File: src/kpsd_pkg.sv
// constants, register map and scan states of the keypad scan decoder
// assumes a single 40 MHz clock and a synchronous active high reset
package kpsd_pkg;
   // ****************************************
   // timing
   // ****************************************
   localparam int unsigned CLK_PERIOD_NS = 25;
   localparam int unsigned SETTLE_NS = 1000;
   localparam int unsigned SETTLE_CYC =
      (SETTLE_NS + CLK_PERIOD_NS - 1) / CLK_PERIOD_NS;
   localparam logic [5:0] SETTLE_LAST = 6'(SETTLE_CYC - 1);
   // ****************************************
   // keypad port layout and segment patterns
   // ****************************************
   localparam logic [7:0] ROW_LINES = 8'h0f;
   localparam logic [7:0] COL_LINES = 8'hf0;
   localparam logic [7:0] NO_KEY = 8'h00;
   localparam logic [7:0] SEG_BLANK = 8'h7f;
   localparam logic [7:0] SEG_ERROR = 8'h30;
   localparam logic [7:0] SEG_RESET = 8'hff;
   // ****************************************
   // register map
   // ****************************************
   localparam logic [3:0] ADDR_CTRL = 4'h0;
   localparam logic [3:0] ADDR_STATUS = 4'h1;
   localparam logic [3:0] ADDR_MASK = 4'h2;
   localparam logic [3:0] ADDR_RESULT = 4'h3;
   localparam logic [3:0] ADDR_SEGMENT = 4'h4;
   localparam int unsigned CTRL_RUN = 0;
   localparam int unsigned CTRL_IRQ_MODE = 1;
   localparam int unsigned CTRL_ARM = 2;
   localparam logic [2:0] CTRL_RESET = 3'h0;
   localparam int unsigned EV_KEY = 0;
   localparam int unsigned EV_INVALID = 1;
   localparam int unsigned EV_WAKE = 2;
   localparam int unsigned EV_W = 3;
   localparam logic [2:0] EV_RESET = 3'h0;
   // ****************************************
   // scan states
   // ****************************************
   typedef enum logic [4:0] {
      ST_IDLE = 5'b00001,
      ST_ROWS = 5'b00010,
      ST_COLS = 5'b00100,
      ST_EVAL = 5'b01000,
      ST_WAIT = 5'b10000
   } kpsd_state_type;
endpackage

File: src/kpsd_dec_if.sv
// carrier between the scan engine and the segment decoder
// assumes both ends are combinational toward each other
`timescale 1ns/1ps
interface kpsd_dec_if;
   logic [7:0] result;
   logic [7:0] seg;
   logic valid;
   logic multi;
   modport engine (output result, input seg, input valid, input multi);
   modport table_end (input result, output seg, output valid, output multi);
endinterface

File: src/kpsd_decode.sv
// result byte validation and key to segment lookup
// assumes the result byte is stable while it is looked up
`timescale 1ns/1ps
module kpsd_decode
(
   kpsd_dec_if.table_end dec
);
   // ****************************************
   // lookup
   // ****************************************
   // key to segment table, every unlisted index gives the error glyph
   function automatic logic [7:0] key_to_segment_table(input logic [7:0] idx);
      logic [7:0] s;
      s = kpsd_pkg::SEG_ERROR;
      case (idx)
         8'h00: s = kpsd_pkg::SEG_BLANK;
         8'h11: s = 8'h4f;
         8'h12: s = 8'h4c;
         8'h14: s = 8'h0f;
         8'h18: s = 8'h78;
         8'h21: s = 8'h12;
         8'h22: s = 8'h24;
         8'h24: s = 8'h00;
         8'h28: s = 8'h01;
         8'h41: s = 8'h06;
         8'h42: s = 8'h20;
         8'h44: s = 8'h04;
         8'h48: s = 8'h18;
         default: s = kpsd_pkg::SEG_ERROR;
      endcase
      return s;
   endfunction

   // one column nibble bit and one row nibble bit
   assign dec.valid = $onehot(dec.result[7:4]) && $onehot(dec.result[3:0]);
   // anything but clear or one key is a multiple closure
   assign dec.multi = (dec.result != kpsd_pkg::NO_KEY) && !dec.valid;
   assign dec.seg = key_to_segment_table(dec.result);
endmodule

File: src/kpsd_irq.sv
// sticky event flags, mask and level interrupt
// assumes write strobe and data come straight from the register port
`timescale 1ns/1ps
module kpsd_irq
(
   input wire logic clock,
   input wire logic rst,
   input wire logic ce,
   input wire logic [kpsd_pkg::EV_W-1:0] event_set,
   input wire logic clear_wr,
   input wire logic mask_wr,
   input wire logic [kpsd_pkg::EV_W-1:0] wdata,
   output logic [kpsd_pkg::EV_W-1:0] status,
   output logic [kpsd_pkg::EV_W-1:0] mask,
   output logic irq
);
   logic [kpsd_pkg::EV_W-1:0] status_r;
   logic [kpsd_pkg::EV_W-1:0] mask_r;

   // sticky flags, a new event beats a write of one
   always_ff @(posedge clock)
   begin
      if (rst)
         status_r <= kpsd_pkg::EV_RESET;
      else if (ce)
         status_r <= (status_r & ~(clear_wr ? wdata : kpsd_pkg::EV_RESET))
                     | event_set;
   end

   // interrupt mask
   always_ff @(posedge clock)
   begin
      if (rst)
         mask_r <= kpsd_pkg::EV_RESET;
      else if (ce && mask_wr)
         mask_r <= wdata;
   end

   assign status = status_r;
   assign mask = mask_r;
   assign irq = |(status_r & mask_r);
endmodule

File: src/kpsd_top.sv
// keypad scan decoder: two phase 4x4 scan, debounce, segment display
// assumes keypad lines are pulled down outside and inputs are synchronous
//
// Overview of operation
// - phase one drives the row lines high, columns float low, samples all.
// - phase two drives the column lines high, rows float low, samples all.
// - scan result is the bitwise AND of both phase samples.
// - upper nibble gives the column, lower nibble gives the row.
// - no key closed gives a result of all zeros.
// - valid press needs exactly one column bit and one row bit.
// - every other nonzero pattern is a multiple closure, flagged invalid.
// - lookup table turns result into segments; invalid gives error glyph.
// - polled scanning repeats and each accepted result feeds the display lines.
// - segment lines are active low for a common anode display.
// - all segments low shows eight, all high blanks the display.
// - keypad lines only drive high or release; display drives strongly.
// - a result counts only after two consecutive identical scans.
// - in interrupt mode rising row edges raise the wake event.
// - while waiting for a key the column lines stay driven high.
// - a row wake starts a full two phase scan.
// - rows sit low until a key joins a driven column to them.
// - row wake is armed only after column drive has settled.
//
// Added by the designer: the strobed register port and the register addresses.
`timescale 1ns/1ps
module kpsd_top
(
   input wire logic clock,
   input wire logic rst,
   input wire logic ce,
   input wire logic [3:0] addr,
   input wire logic [7:0] wdata,
   input wire logic wr,
   input wire logic rd,
   output logic [7:0] rdata,
   input wire logic [7:0] keypad_port_data_in,
   output logic [7:0] keypad_port_data_out,
   output logic [7:0] keypad_port_data_oe,
   output logic [7:0] display_port_data,
   output logic [7:0] display_port_data_oe,
   output logic irq
);
   // ****************************************
   // declarations
   // ****************************************
   kpsd_pkg::kpsd_state_type state_r;
   kpsd_pkg::kpsd_state_type state_nxt;
   logic [5:0] cnt_r;
   logic settle_done;
   logic [7:0] phase_a_r;
   logic [7:0] phase_b_r;
   logic [7:0] prev_scan_r;
   logic [7:0] accepted_r;
   logic [7:0] seg_r;
   logic [7:0] drive_r;
   logic [7:0] drive_nxt;
   logic [3:0] rows_prev_r;
   logic [2:0] ctrl_r;
   logic [7:0] rdata_r;
   logic [7:0] scan_res;
   logic stable;
   logic accept;
   logic armed;
   logic wake;
   logic [kpsd_pkg::EV_W-1:0] events;
   logic [kpsd_pkg::EV_W-1:0] status;
   logic [kpsd_pkg::EV_W-1:0] mask;
   logic ctrl_wr;

   kpsd_dec_if dec();

   // ****************************************
   // register port
   // ****************************************
   // write decode for the control word
   assign ctrl_wr = wr && (addr == kpsd_pkg::ADDR_CTRL);

   // control bits: run, interrupt mode, row wake arm
   always_ff @(posedge clock)
   begin
      if (rst)
         ctrl_r <= kpsd_pkg::CTRL_RESET;
      else if (ce && ctrl_wr)
         ctrl_r <= wdata[2:0];
   end

   // read data one cycle after the strobe, unmapped reads zero
   always_ff @(posedge clock)
   begin
      if (rst)
         rdata_r <= 8'h00;
      else if (ce)
      begin
         rdata_r <= 8'h00;
         if (rd)
         begin
            case (addr)
               kpsd_pkg::ADDR_CTRL: rdata_r <= {5'h00, ctrl_r};
               kpsd_pkg::ADDR_STATUS: rdata_r <= {5'h00, status};
               kpsd_pkg::ADDR_MASK: rdata_r <= {5'h00, mask};
               kpsd_pkg::ADDR_RESULT: rdata_r <= accepted_r;
               kpsd_pkg::ADDR_SEGMENT: rdata_r <= seg_r;
               default: rdata_r <= 8'h00;
            endcase
         end
      end
   end

   assign rdata = rdata_r;

   // ****************************************
   // event flags and interrupt
   // ****************************************
   kpsd_irq u_irq
   (
      .clock(clock),
      .rst(rst),
      .ce(ce),
      .event_set(events),
      .clear_wr(wr && (addr == kpsd_pkg::ADDR_STATUS)),
      .mask_wr(wr && (addr == kpsd_pkg::ADDR_MASK)),
      .wdata(wdata[kpsd_pkg::EV_W-1:0]),
      .status(status),
      .mask(mask),
      .irq(irq)
   );

   // ****************************************
   // decoder
   // ****************************************
   // combined phase samples, column nibble high, row nibble low
   assign scan_res = phase_a_r & phase_b_r;
   assign dec.result = scan_res;

   kpsd_decode u_decode
   (
      .dec(dec)
   );

   // ****************************************
   // scan sequencing
   // ****************************************
   // settle counter saturates at the last count
   assign settle_done = (cnt_r == kpsd_pkg::SETTLE_LAST);
   // two identical scans in a row
   assign stable = (scan_res == prev_scan_r);
   // new debounced result that differs from the shown one
   assign accept = (state_r == kpsd_pkg::ST_EVAL) && stable
                   && (scan_res != accepted_r);
   // wake armed only once columns have settled and software armed it
   assign armed = (state_r == kpsd_pkg::ST_WAIT) && settle_done
                  && ctrl_r[kpsd_pkg::CTRL_ARM];
   // rising row level while armed
   assign wake = armed
                 && (|(keypad_port_data_in[3:0] & ~rows_prev_r));

   // next state
   always_comb
   begin
      state_nxt = state_r;
      case (state_r)
         kpsd_pkg::ST_IDLE:
         begin
            if (ctrl_r[kpsd_pkg::CTRL_RUN])
               state_nxt = kpsd_pkg::ST_ROWS;
         end
         kpsd_pkg::ST_ROWS:
         begin
            if (settle_done)
               state_nxt = kpsd_pkg::ST_COLS;
         end
         kpsd_pkg::ST_COLS:
         begin
            if (settle_done)
               state_nxt = kpsd_pkg::ST_EVAL;
         end
         kpsd_pkg::ST_EVAL:
         begin
            if (!ctrl_r[kpsd_pkg::CTRL_RUN])
               state_nxt = kpsd_pkg::ST_IDLE;
            else if (ctrl_r[kpsd_pkg::CTRL_IRQ_MODE] && stable)
               state_nxt = kpsd_pkg::ST_WAIT;
            else
               state_nxt = kpsd_pkg::ST_ROWS;
         end
         kpsd_pkg::ST_WAIT:
         begin
            if (!ctrl_r[kpsd_pkg::CTRL_RUN])
               state_nxt = kpsd_pkg::ST_IDLE;
            else if (wake || !ctrl_r[kpsd_pkg::CTRL_IRQ_MODE])
               state_nxt = kpsd_pkg::ST_ROWS;
         end
         default: state_nxt = kpsd_pkg::ST_IDLE;
      endcase
   end

   // state register
   always_ff @(posedge clock)
   begin
      if (rst)
         state_r <= kpsd_pkg::ST_IDLE;
      else if (ce)
         state_r <= state_nxt;
   end

   // settle counter restarts on every state change
   always_ff @(posedge clock)
   begin
      if (rst)
         cnt_r <= 6'h00;
      else if (ce)
      begin
         if (state_nxt != state_r)
            cnt_r <= 6'h00;
         else if (!settle_done)
            cnt_r <= cnt_r + 6'h01;
      end
   end

   // ****************************************
   // keypad line drive
   // ****************************************
   // lines are only driven high or released to the pull-downs
   always_comb
   begin
      drive_nxt = 8'h00;
      case (state_nxt)
         kpsd_pkg::ST_ROWS: drive_nxt = kpsd_pkg::ROW_LINES;
         kpsd_pkg::ST_COLS: drive_nxt = kpsd_pkg::COL_LINES;
         kpsd_pkg::ST_WAIT: drive_nxt = kpsd_pkg::COL_LINES;
         default: drive_nxt = 8'h00;
      endcase
   end

   // registered drive pattern
   always_ff @(posedge clock)
   begin
      if (rst)
         drive_r <= 8'h00;
      else if (ce)
         drive_r <= drive_nxt;
   end

   assign keypad_port_data_out = drive_r;
   assign keypad_port_data_oe = drive_r;

   // ****************************************
   // sampling and debounce
   // ****************************************
   // phase samples at the end of each settle time
   always_ff @(posedge clock)
   begin
      if (rst)
      begin
         phase_a_r <= kpsd_pkg::NO_KEY;
         phase_b_r <= kpsd_pkg::NO_KEY;
      end
      else if (ce)
      begin
         if ((state_r == kpsd_pkg::ST_ROWS) && settle_done)
            phase_a_r <= keypad_port_data_in;
         if ((state_r == kpsd_pkg::ST_COLS) && settle_done)
            phase_b_r <= keypad_port_data_in;
      end
   end

   // previous scan for the two scan agreement
   always_ff @(posedge clock)
   begin
      if (rst)
         prev_scan_r <= kpsd_pkg::NO_KEY;
      else if (ce && (state_r == kpsd_pkg::ST_EVAL))
         prev_scan_r <= scan_res;
   end

   // row history for edge detection while waiting
   always_ff @(posedge clock)
   begin
      if (rst)
         rows_prev_r <= 4'hf;
      else if (ce)
         rows_prev_r <= keypad_port_data_in[3:0];
   end

   // ****************************************
   // display
   // ****************************************
   // accepted result and its segments, held until a new one
   always_ff @(posedge clock)
   begin
      if (rst)
      begin
         accepted_r <= kpsd_pkg::NO_KEY;
         seg_r <= kpsd_pkg::SEG_RESET;
      end
      else if (ce && accept)
      begin
         accepted_r <= scan_res;
         seg_r <= dec.seg;
      end
   end

   // active low segments, strongly driven
   assign display_port_data = seg_r;
   assign display_port_data_oe = 8'hff;

   // events for the flag register
   always_comb
   begin
      events = kpsd_pkg::EV_RESET;
      events[kpsd_pkg::EV_KEY] = ce && accept;
      events[kpsd_pkg::EV_INVALID] = ce && accept && dec.multi;
      events[kpsd_pkg::EV_WAKE] = ce && wake;
   end
endmodule

File: config.mk
export PLATFORM = sky130hd
export DESIGN_NAME = kpsd_top
export DESIGN_NICKNAME = d
export VERILOG_FILES = /design/src/kpsd_pkg.sv /design/src/kpsd_dec_if.sv /design/src/kpsd_decode.sv /design/src/kpsd_irq.sv /design/src/kpsd_top.sv
export SDC_FILE = /design/constraint.sdc
export NUM_CORES = 1
export LEC_CHECK = 0
export BUFFER_PORTS_ARGS = -buffer_cell sky130_fd_sc_hd__buf_2
export CORE_UTILIZATION = 53
export CTS_BUF_LIST = sky130_fd_sc_hd__clkbuf_8
export CTS_CLUSTER_DIAMETER = 80
export DETAILED_ROUTE_END_ITERATION = 6
export PLACE_DENSITY = 0.78
export SYNTH_ARGS = -nofsm -noshare
export SYNTH_HDL_FRONTEND = slang
export SYNTH_HIERARCHICAL = 1
export SYNTH_SLANG_ARGS = --single-unit
File: constraint.sdc
create_clock -name clock -period 2.5 [get_ports clock]
set_input_delay 0.125 -clock clock [delete_from_list [all_inputs] [get_ports clock]]
set_output_delay 0.125 -clock clock [all_outputs]
set_load 0.02 [all_outputs]
* Word-level counts from Yosys, hierarchy flattened *
Cells that the tools add are included.

cells by class
  add/subtract/negate cells = 7
  reduce and logical (&&, ||, !) cells = 31
  multiplexer cells = 15
  bitwise gates (word level) = 7
  eq/ne operators = 31

operator list
  cell                   count
  $pmux W7 S13           1
  $pmux W8 S5            1
  $mux W5                7
  $eq A8 B5 Y1 const B   4
  $eq A8 B6 Y1 const B   4
  $eq A8 B7 Y1 const B   4
  $pmux W5 S5            1
  $logic_and A1 B1 Y1    19
  $pmux W8 S2            1
  $mux W6                2
  $eq A5 B2 Y1 const B   2
  $eq A5 B3 Y1 const B   2
  $eq A5 B5 Y1 const B   2
  $add A1 B1 Y2          4
  $and A8 B8 Y8          1
  $eq A4 B2 Y1 const B   2
  $eq A8 B8 Y1           1
  $logic_not A8 Y1       1
  $mux W8                1
  $ne A8 B8 Y1           1
  $reduce_bool A8 Y1     1
  $add A3 B3 Y3          2
  $add A6 B1 Y6 const B  1
  $and A3 B3 Y3          2
  other kinds (20)       24

word-level totals
  register bits = 80
  input bits = 25

* Longest topological paths before layout *
Gate-level depths: netlist of the first run.

  depth after elaboration = 11
  depth in mapped cells = 14

* Cells and area by module *
The synthesis of the first run kept the hierarchy.

modules (own cells, without submodules)
  module       seq. area each (µm²)  area each (µm²)  cells each  times used
  kpsd_top     1361.3                3542.1           439         1
  kpsd_decode  0.0                   503.0            64          1
  kpsd_irq     120.1                 280.3            27          1

* Least setup slack after synthesis of the first run *
No wires, ideal clock.

  path type = register to register
  start = register phase_a_r[3]
  end = register u_irq.status_r, in the netlist u_irq/status[1]
  data arrival time = 2510 ps
  buffers on the path = 1
  slack = -129 ps
  setup time = 118 ps
  stages on the path, launching flop included = 15
  path through = dfxtp_1 -> nand2_1 -> inv_1 -> clkbuf_2 -> clkinv_1 -> fa_1 -> inv_1 -> ha_1 -> ha_1 -> nor4_1 -> and3_1 -> a41oi_1 -> and2_1 -> mux2i_1 -> a21oi_1

on the way
  cells in the longest elaborated chain, start to end = 9

ends and longest elaborated chain
  what                                 line               RTL
  start, declared                      kpsd_top.sv:50     logic [7:0] phase_a_r;
  start signal, assigned               kpsd_top.sv:255    phase_a_r <= kpsd_pkg::NO_KEY;
  start signal, assigned               kpsd_top.sv:261    phase_a_r <= keypad_port_data_in;
  $and A8 B8 Y8                        kpsd_top.sv:132    assign scan_res = phase_a_r & phase_b_r;
  net dec.result[3]                    kpsd_dec_if.sv:5   logic [7:0] result;
  $add A1 B1 Y2 (implied by the code)  kpsd_decode.sv:35  assign dec.valid = $onehot(dec.result[7:4]) && $onehot(dec.result[3:0]);
  $add A3 B3 Y3 (implied by the code)  kpsd_decode.sv:35
  $eq A3 B1 Y1                         kpsd_decode.sv:35
  $logic_and A1 B1 Y1                  kpsd_decode.sv:35
  net dec.valid                        kpsd_dec_if.sv:7   logic valid;
  $logic_not A1 Y1                     kpsd_decode.sv:37  assign dec.multi = (dec.result != kpsd_pkg::NO_KEY) && !dec.valid;
  $logic_and A1 B1 Y1                  kpsd_decode.sv:37
  net dec.multi                        kpsd_dec_if.sv:8   logic multi;
  $logic_and A1 B1 Y1                  kpsd_top.sv:312    events[kpsd_pkg::EV_INVALID] = ce && accept && dec.multi;
  net events, one bit                  kpsd_top.sv:65     logic [kpsd_pkg::EV_W-1:0] events;
  $or A3 B3 Y3                         kpsd_irq.sv:27     | event_set;
  end signal, assigned                 kpsd_irq.sv:24     status_r <= kpsd_pkg::EV_RESET;
  end signal, assigned                 kpsd_irq.sv:26     status_r <= (status_r & ~(clear_wr ? wdata : kpsd_pkg::EV_RESET))
  end, declared                        kpsd_irq.sv:17     logic [kpsd_pkg::EV_W-1:0] status_r;

The timed path passes the listed nets, and every way through them passes these cells.
A chain may end at the register's enable or synchronous reset.

* Final worst setup path of the first run *
  start = register phase_b_r[3]
  end = register u_irq.status_r, in the netlist u_irq/status[1]

on the way
  cells in the longest elaborated chain, start to end = 9

ends and longest elaborated chain
  what                                 line               RTL
  start, declared                      kpsd_top.sv:51     logic [7:0] phase_b_r;
  start signal, assigned               kpsd_top.sv:256    phase_b_r <= kpsd_pkg::NO_KEY;
  start signal, assigned               kpsd_top.sv:263    phase_b_r <= keypad_port_data_in;
  $and A8 B8 Y8                        kpsd_top.sv:132
  net dec.result[3]                    kpsd_dec_if.sv:5
  $add A1 B1 Y2 (implied by the code)  kpsd_decode.sv:35
  $add A3 B3 Y3 (implied by the code)  kpsd_decode.sv:35
  $eq A3 B1 Y1                         kpsd_decode.sv:35
  $logic_and A1 B1 Y1                  kpsd_decode.sv:35
  net dec.valid                        kpsd_dec_if.sv:7
  $logic_not A1 Y1                     kpsd_decode.sv:37
  $logic_and A1 B1 Y1                  kpsd_decode.sv:37
  net dec.multi                        kpsd_dec_if.sv:8
  $logic_and A1 B1 Y1                  kpsd_top.sv:312
  net events, one bit                  kpsd_top.sv:65
  $or A3 B3 Y3                         kpsd_irq.sv:27

The timed path passes the listed nets, and every way through them passes these cells.

==> impl_metrics.toml, run 1 <==
[routing]
vias = 3946
wl_per_cell_um = 14.8
drt-vias-per-instance = 5.66
routed_wl_um = 10300
drtAntennaViolNets = 0
drc_errors = 0
drtPass1Iterations = 5
drt_first_iter_violations = 219

[final_layout]
fin_area_sq_mm = 0.00503
post_layout_nonfiller_instances = 697
nets = 628
layout_commonest_cell = "nor2_1"
final_cell_mix = "79 x nor2_1, 63 x dfxtp_1, 52 x buf_2"
n_antenna_cell = 0
drive_above_1_share_pct = 27.1
area_growth_pct = 16.3

[global_routing]
grt_pass1_vias = 3621
overflow = 0
grt_pass1_wl_um = 16700
grt_usage_pct = 24.6
grt_max_degree = 41
antenna_found_initial = 0

[yosys]
yosysUniqueCellTypes = 67
yosys_register_bits = 74
async_flop_share_pct = 0
synth_warnings = 6
syn_area_sq_mm = 0.00433
synthTopCellsByArea = "dfxtp_1 34%, nor2_1 6.9%, mux2i_1 5.3%"
synth_edf_count = 0
synth.top_cell.area_share_pct = 34.2
synthFlopType = "dfxtp_1"
syn_inst = 530
syn_area_per_cell_sq_um = 8.16
ys_seq_area_share_pct = 34.2
post-synth-top-area-cell = "dfxtp_1"

[worst_setup_path]
rrSetupSlack_ps = 30
slowest_stage = "fa_1"
cp-end-kind = "flip-flop"
slowest_delay_ps = 530
cp.arrival_ps = 2670
cp-startpoint = "phase_b_r[3]"
cp-start-kind = "flip-flop"
crit_required_ps = 2700
crit_chain = "nand2_2 > inv_2 > clkinv_4 > fa_1 > inv_1 > ha_2 > ha_4 > nor4_2 > and3_1 > a41oi_2 > and2_1 > mux2i_1 > a21oi_1"
critical_path.max_fanout = 2
critPathKind = "flip-flop to flip-flop"
timing.rr.start = "phase_b_r[3]"

[power_and_ir_drop]
leakagePower_uw = 0.00224
peakVddDrop_mv = 0.312
power.density_mw_per_mm2 = 474

[placed_design]
dp_cells = 675
hpwl_um = 7430
gp_congestion = 0.886
postPlaceCellArea_sq_mm = 0.00470
port_buffers = 52

[floorplan]
rows = 32
start_util_pct = 55.4
core-area_sq_mm = 0.00781
die_w_um = 92.3
die_h_um = 92.3
fp.dieArea_sq_mm = 0.00853
io_pins = 66

[sta]
setup_viol = 0
fmax_ghz = 0.405
hold_viol = 0
rsz0062_at_grt = "true"
skew_ps = 11.6
tightest_slew_ps = 761
maxSlewHeadroom_pct = 49.3
fin_crit_sh_pct = 98.8
whs_ps = 27.4
maxSlewViolCount = 0
fin_crit_ps = 2470

[cts]
cts.reportedPaths.clkPinSlew_ps = 80
cts-buffers-inserted = 9
ctsHoldBuffers = 0
cts_tree = "done"
cts_max_path_buffers = 2
cts_root_buffer = "clkbuf_8"
insertion_delay_ps = 350
cts_sinks = 74
htreeDepth = 3

[min_path]
holdCritStartpoint = "keypad_port_data_in[0]"
min_path_type = "input pin to flip-flop"

[outcome]
status = "finished clean"

[job]
cap_viol_max_count = 0
## metrics by stage
stage,power [uW],utilization (%),worst slack (ps),setup TNS [ps]
after floorplan,1370,-,13.7,0
after detailed placement,1400,60.3,-60.9,-60.9
final,2390,64.5,30.4,0
after CTS,2400,63.1,12.4,0
after global routing,2470,64.5,-95.4,-95.4
after global placement,1400,60.3,48.8,0
## repair_timing
item / in CTS / in global routing
pin swaps: 2 / 9
endpoints found under the setup margin: 1 / 1
buffers inserted: 0 / 6
resized for setup: 8 / 23
## power by group
group,switching [uW],internal (uW)
clock,453,559
combinational,114,58.9
sequential,11.6,1190
total,579,1810
## sequential cells by signal (all words and copies together) (netlist names)
name / count
accepted_r: 8
display_port_data: 8
phase_a_r: 8
phase_b_r: 8
prev_scan_r: 8
rdata: 8
cnt_r: 6
state_r: 5
rows_prev_r: 4
ctrl_r: 3
u_irq/mask: 3
u_irq/status: 3
keypad_port_data_oe: 2
## cells in the mapped netlist, drive strengths merged (6+ instances only)
| cell type | number |
|---|---|
| nor4 | 6 |
| dfxtp | 74 |
| clkbuf | 18 |
| o21ai | 8 |
| nor2 | 79 |
| nand4 | 13 |
| ha | 11 |
| nor2b | 12 |
| mux2i | 23 |
| a21oi | 37 |
| and3 | 10 |
| xnor2 | 10 |
| nand3b | 8 |
| nand2 | 39 |
| nor3 | 8 |
| a21bo | 6 |
| a22oi | 10 |
| inv | 26 |
| nand3 | 23 |
| buf | 35 |
## layer usage
metal | share of wire [%] | track usage [%]
met5 | 0 | 0
met4 | 1.3 | 7.42
met3 | 4.5 | 5.67
met2 | 51 | 44.4
met1 | 43 | 28.7
## cell type report
type / instances / area, sq um
clock buffers: 9 / 124
clock inverters: 7 / 93.8
fillers: 667 / 2780
inverters: 28 / 110
multi-input cells: 382 / 2500
flip-flops and latches: 74 / 1500
well taps: 102 / 128
repair buffers: 95 / 583
## path summary, 6_finish.rpt
check                    endpoint  cells past startpoint
max reg2reg       u_irq/status[1]                     13
min                rows_prev_r[0]                      2
min reg2reg  display_port_data[5]                      2
max               u_irq/status[1]                     13
## logic make-up (layout without fill, tap and decap cells)
logic type                 count (synthesis)  after routing  synth area share, %
and+or+nand+nor                          218            218                 25.0
AOI/OAI and AO/OA                        102            102                 16.8
buffers and inverters                     81            139                 9.83
DFF                                       74             74                 34.2
muxes                                     28             28                 7.41
adders and majority gates                 13             13                 4.11
xor gates and xnor gates                  12             12                 2.43
other                                      2              9                0.174
## critical path: cells and delay by family, from the launching register on
kind                       cells  cell delay (ps)
adders and majority gates      3              850
DFF                            1              340
muxes                          1              130
and+or+nand+nor                4              680
AOI/OAI and AO/OA              2              120
buffers and inverters          3              190
Power figures use the tool's default switching activity.
==> run 2: changes to the inputs <==
Settings changed: CELL_PAD_IN_SITES_DETAIL_PLACEMENT from default to 1, CELL_PAD_IN_SITES_GLOBAL_PLACEMENT from default to 2, CORE_UTILIZATION 53 to 31, MAX_ROUTING_LAYER from default to met4, PLACE_DENSITY 0.78 to default, PLACE_DENSITY_LB_ADDON from default to 0.1.
==> run 2 against run 1 <==
Highest routed layer unchanged; largest power group unchanged; clock power about the same; sequential cell count did not move; combinational power is 6% higher; critical endpoint unchanged; clock-buffer cell count increased by 1.
==> impl_metrics.toml, run 2 (synthesis results as in run 1) <==
[sta]
fin_crit_sh_pct = 95.9
maxSlewViolCount = 0
tightest_slew_ps = 714
setup_viol = 0
fmax_ghz = 0.417
maxSlewHeadroom_pct = 52.3
fin_crit_ps = 2400
worst_slack_ps = 103
hold_viol = 0
skew_ps = 7.04
rsz0062_at_grt = "true"

[cts]
cts_max_path_buffers = 2
cts-buffers-inserted = 9
cts.reportedPaths.clkPinSlew_ps = 80
htreeDepth = 3
cts_sinks = 74
cts_root_buffer = "clkbuf_8"
insertion_delay_ps = 360
cts_tree = "done"

[outcome]
status = "finished clean"

[floorplan]
die_w_um = 120
io_pins = 66
core-area_sq_mm = 0.0134
fp.dieArea_sq_mm = 0.0144
die_h_um = 120
start_util_pct = 32.3
rows = 42

[routing]
wl_met1_um = 5590
wl_per_cell_um = 15.9
drt-vias-per-instance = 5.14
wl_met3_um = 292
drt_first_iter_violations = 166
drtAntennaViolNets = 0
drtPass1Iterations = 4
met2_length_um = 6100
drc_errors = 0
vias = 3955
dr.max_layer_used = "met4"
routed_wl_um = 12200

[placed_design]
hpwl_um = 9200
gp_congestion = 0.782
port_buffers = 52
pre_cts_ws_ps = -33.6

[worst_setup_path]
slowest_delay_ps = 550
crit_chain = "nand2_2 > inv_2 > clkinv_4 > fa_1 > inv_2 > ha_4 > ha_4 > nor4_2 > and3_1 > a41oi_2 > and2_1 > mux2i_1 > a21oi_1"
reg2regPathDepth = 13
critPathKind = "flip-flop to flip-flop"
cp.depth = 13
reg2reg_to = "u_irq/status[1]"
cp_top_family = "adder cells"
critical_path.max_fanout = 2
cp-start-kind = "flip-flop"
crit_required_ps = 2750
cp-end-kind = "flip-flop"
timing.rr.start = "phase_b_r[3]"
rrSetupSlack_ps = 100
cp.arrival_ps = 2650
crit_buf_inv = 3
slowest_stage = "fa_1"

[global_routing]
grt_pass1_vias = 4061
grt_usage_pct = 18.6
antenna_found_initial = 0
overflow = 0
grt_max_degree = 50
grt_pass1_wl_um = 20400

[power_and_ir_drop]
power_switching_uw = 588
clkPwrFrac_pct = 42.9
leakagePower_uw = 0.00224
p_sw_share_pct = 24.3
combPwrFrac_pct = 7.6
power.density_mw_per_mm2 = 472
fin_total_pwr_uw = 2420
peakVddDrop_mv = 0.247
seqPwrFrac_pct = 49.6
intPower_uw = 1830

[min_path]
min_path_cells = 2
min_to = "rows_prev_r[2]"
min_path_type = "input pin to flip-flop"
holdCritStartpoint = "keypad_port_data_in[2]"

[final_layout]
layout_commonest_cell = "nor2_1"
n_antenna_cell = 0
nets = 626
final_cell_mix = "79 x nor2_1, 65 x dfxtp_1, 52 x buf_2"
area_growth_pct = 18.7
drive_above_1_share_pct = 25.1
final_util_pct = 38.3

[job]
cap_viol_max_count = 0
-- run 2: worst max path at each step --
stage                 start               to  slack [ps]
2_1_floorplan  phase_a_r[3]  u_irq/status[1]          10
5_1_grt        phase_b_r[3]  u_irq/status[1]         -40
4_1_cts        phase_b_r[1]  u_irq/status[1]           7
3_5_place_dp   phase_a_r[0]  u_irq/status[1]         -30
3_3_place_gp   phase_a_r[4]  u_irq/status[1]          50
6_report       phase_b_r[3]  u_irq/status[1]         100
-- run 2: metrics by stage --
| stage | setup TNS, ps | instances | instance area (sq um) | hold WS (ps) |
|---|---|---|---|---|
| floorplan | 0 | 537 | 4360 | 194 |
| CTS | 0 | 767 | 5050 | 1.67 |
| detailed placement | -33.6 | 748 | 4800 | 383 |
| global placement | 0 | 748 | 4800 | 374 |
| global route | -35.7 | 769 | 5140 | 10.2 |
| finish | 0 | 769 | 5140 | 18.2 |
-- run 2: power by group through the flow --
| stage | clock network, uW | registers (uW) | logic (uW) |
|---|---|---|---|
| after floorplan | 0 | 1230 | 145 |
| after global placement | 0 | 1230 | 179 |
| after detailed placement | 0 | 1230 | 182 |
| after CTS | 1080 | 1200 | 186 |
| after global routing | 1130 | 1200 | 201 |
| final | 1040 | 1200 | 183 |
-- run 2: final cells by class --
class                   count  area, sq um
multi-input cells         382         2510
flip-flops and latches     74         1490
repair buffers             93          588
fillers                  1637         8260
well taps                 176          220
clock buffers              10          138
inverters                  28          110
clock inverters             6         81.3
-- run 2: timing repair --
action                                  CTS  global route
setup buffers                             0             2
endpoints found under the setup margin    1             1
gates resized for setup                   4            22
hold buffers                              3             0
endpoints found under the hold margin     5             0
pin swaps                                 2             7
-- run 2: layer usage --
| metal | GRT usage (%) | up-vias |
|---|---|---|
| met5 | - | - |
| met4 | 6.48 | 0 |
| met3 | 3.33 | 16 |
| met2 | 31.7 | 65 |
| met1 | 21.9 | 1934 |
| li1 | - | 1940 |
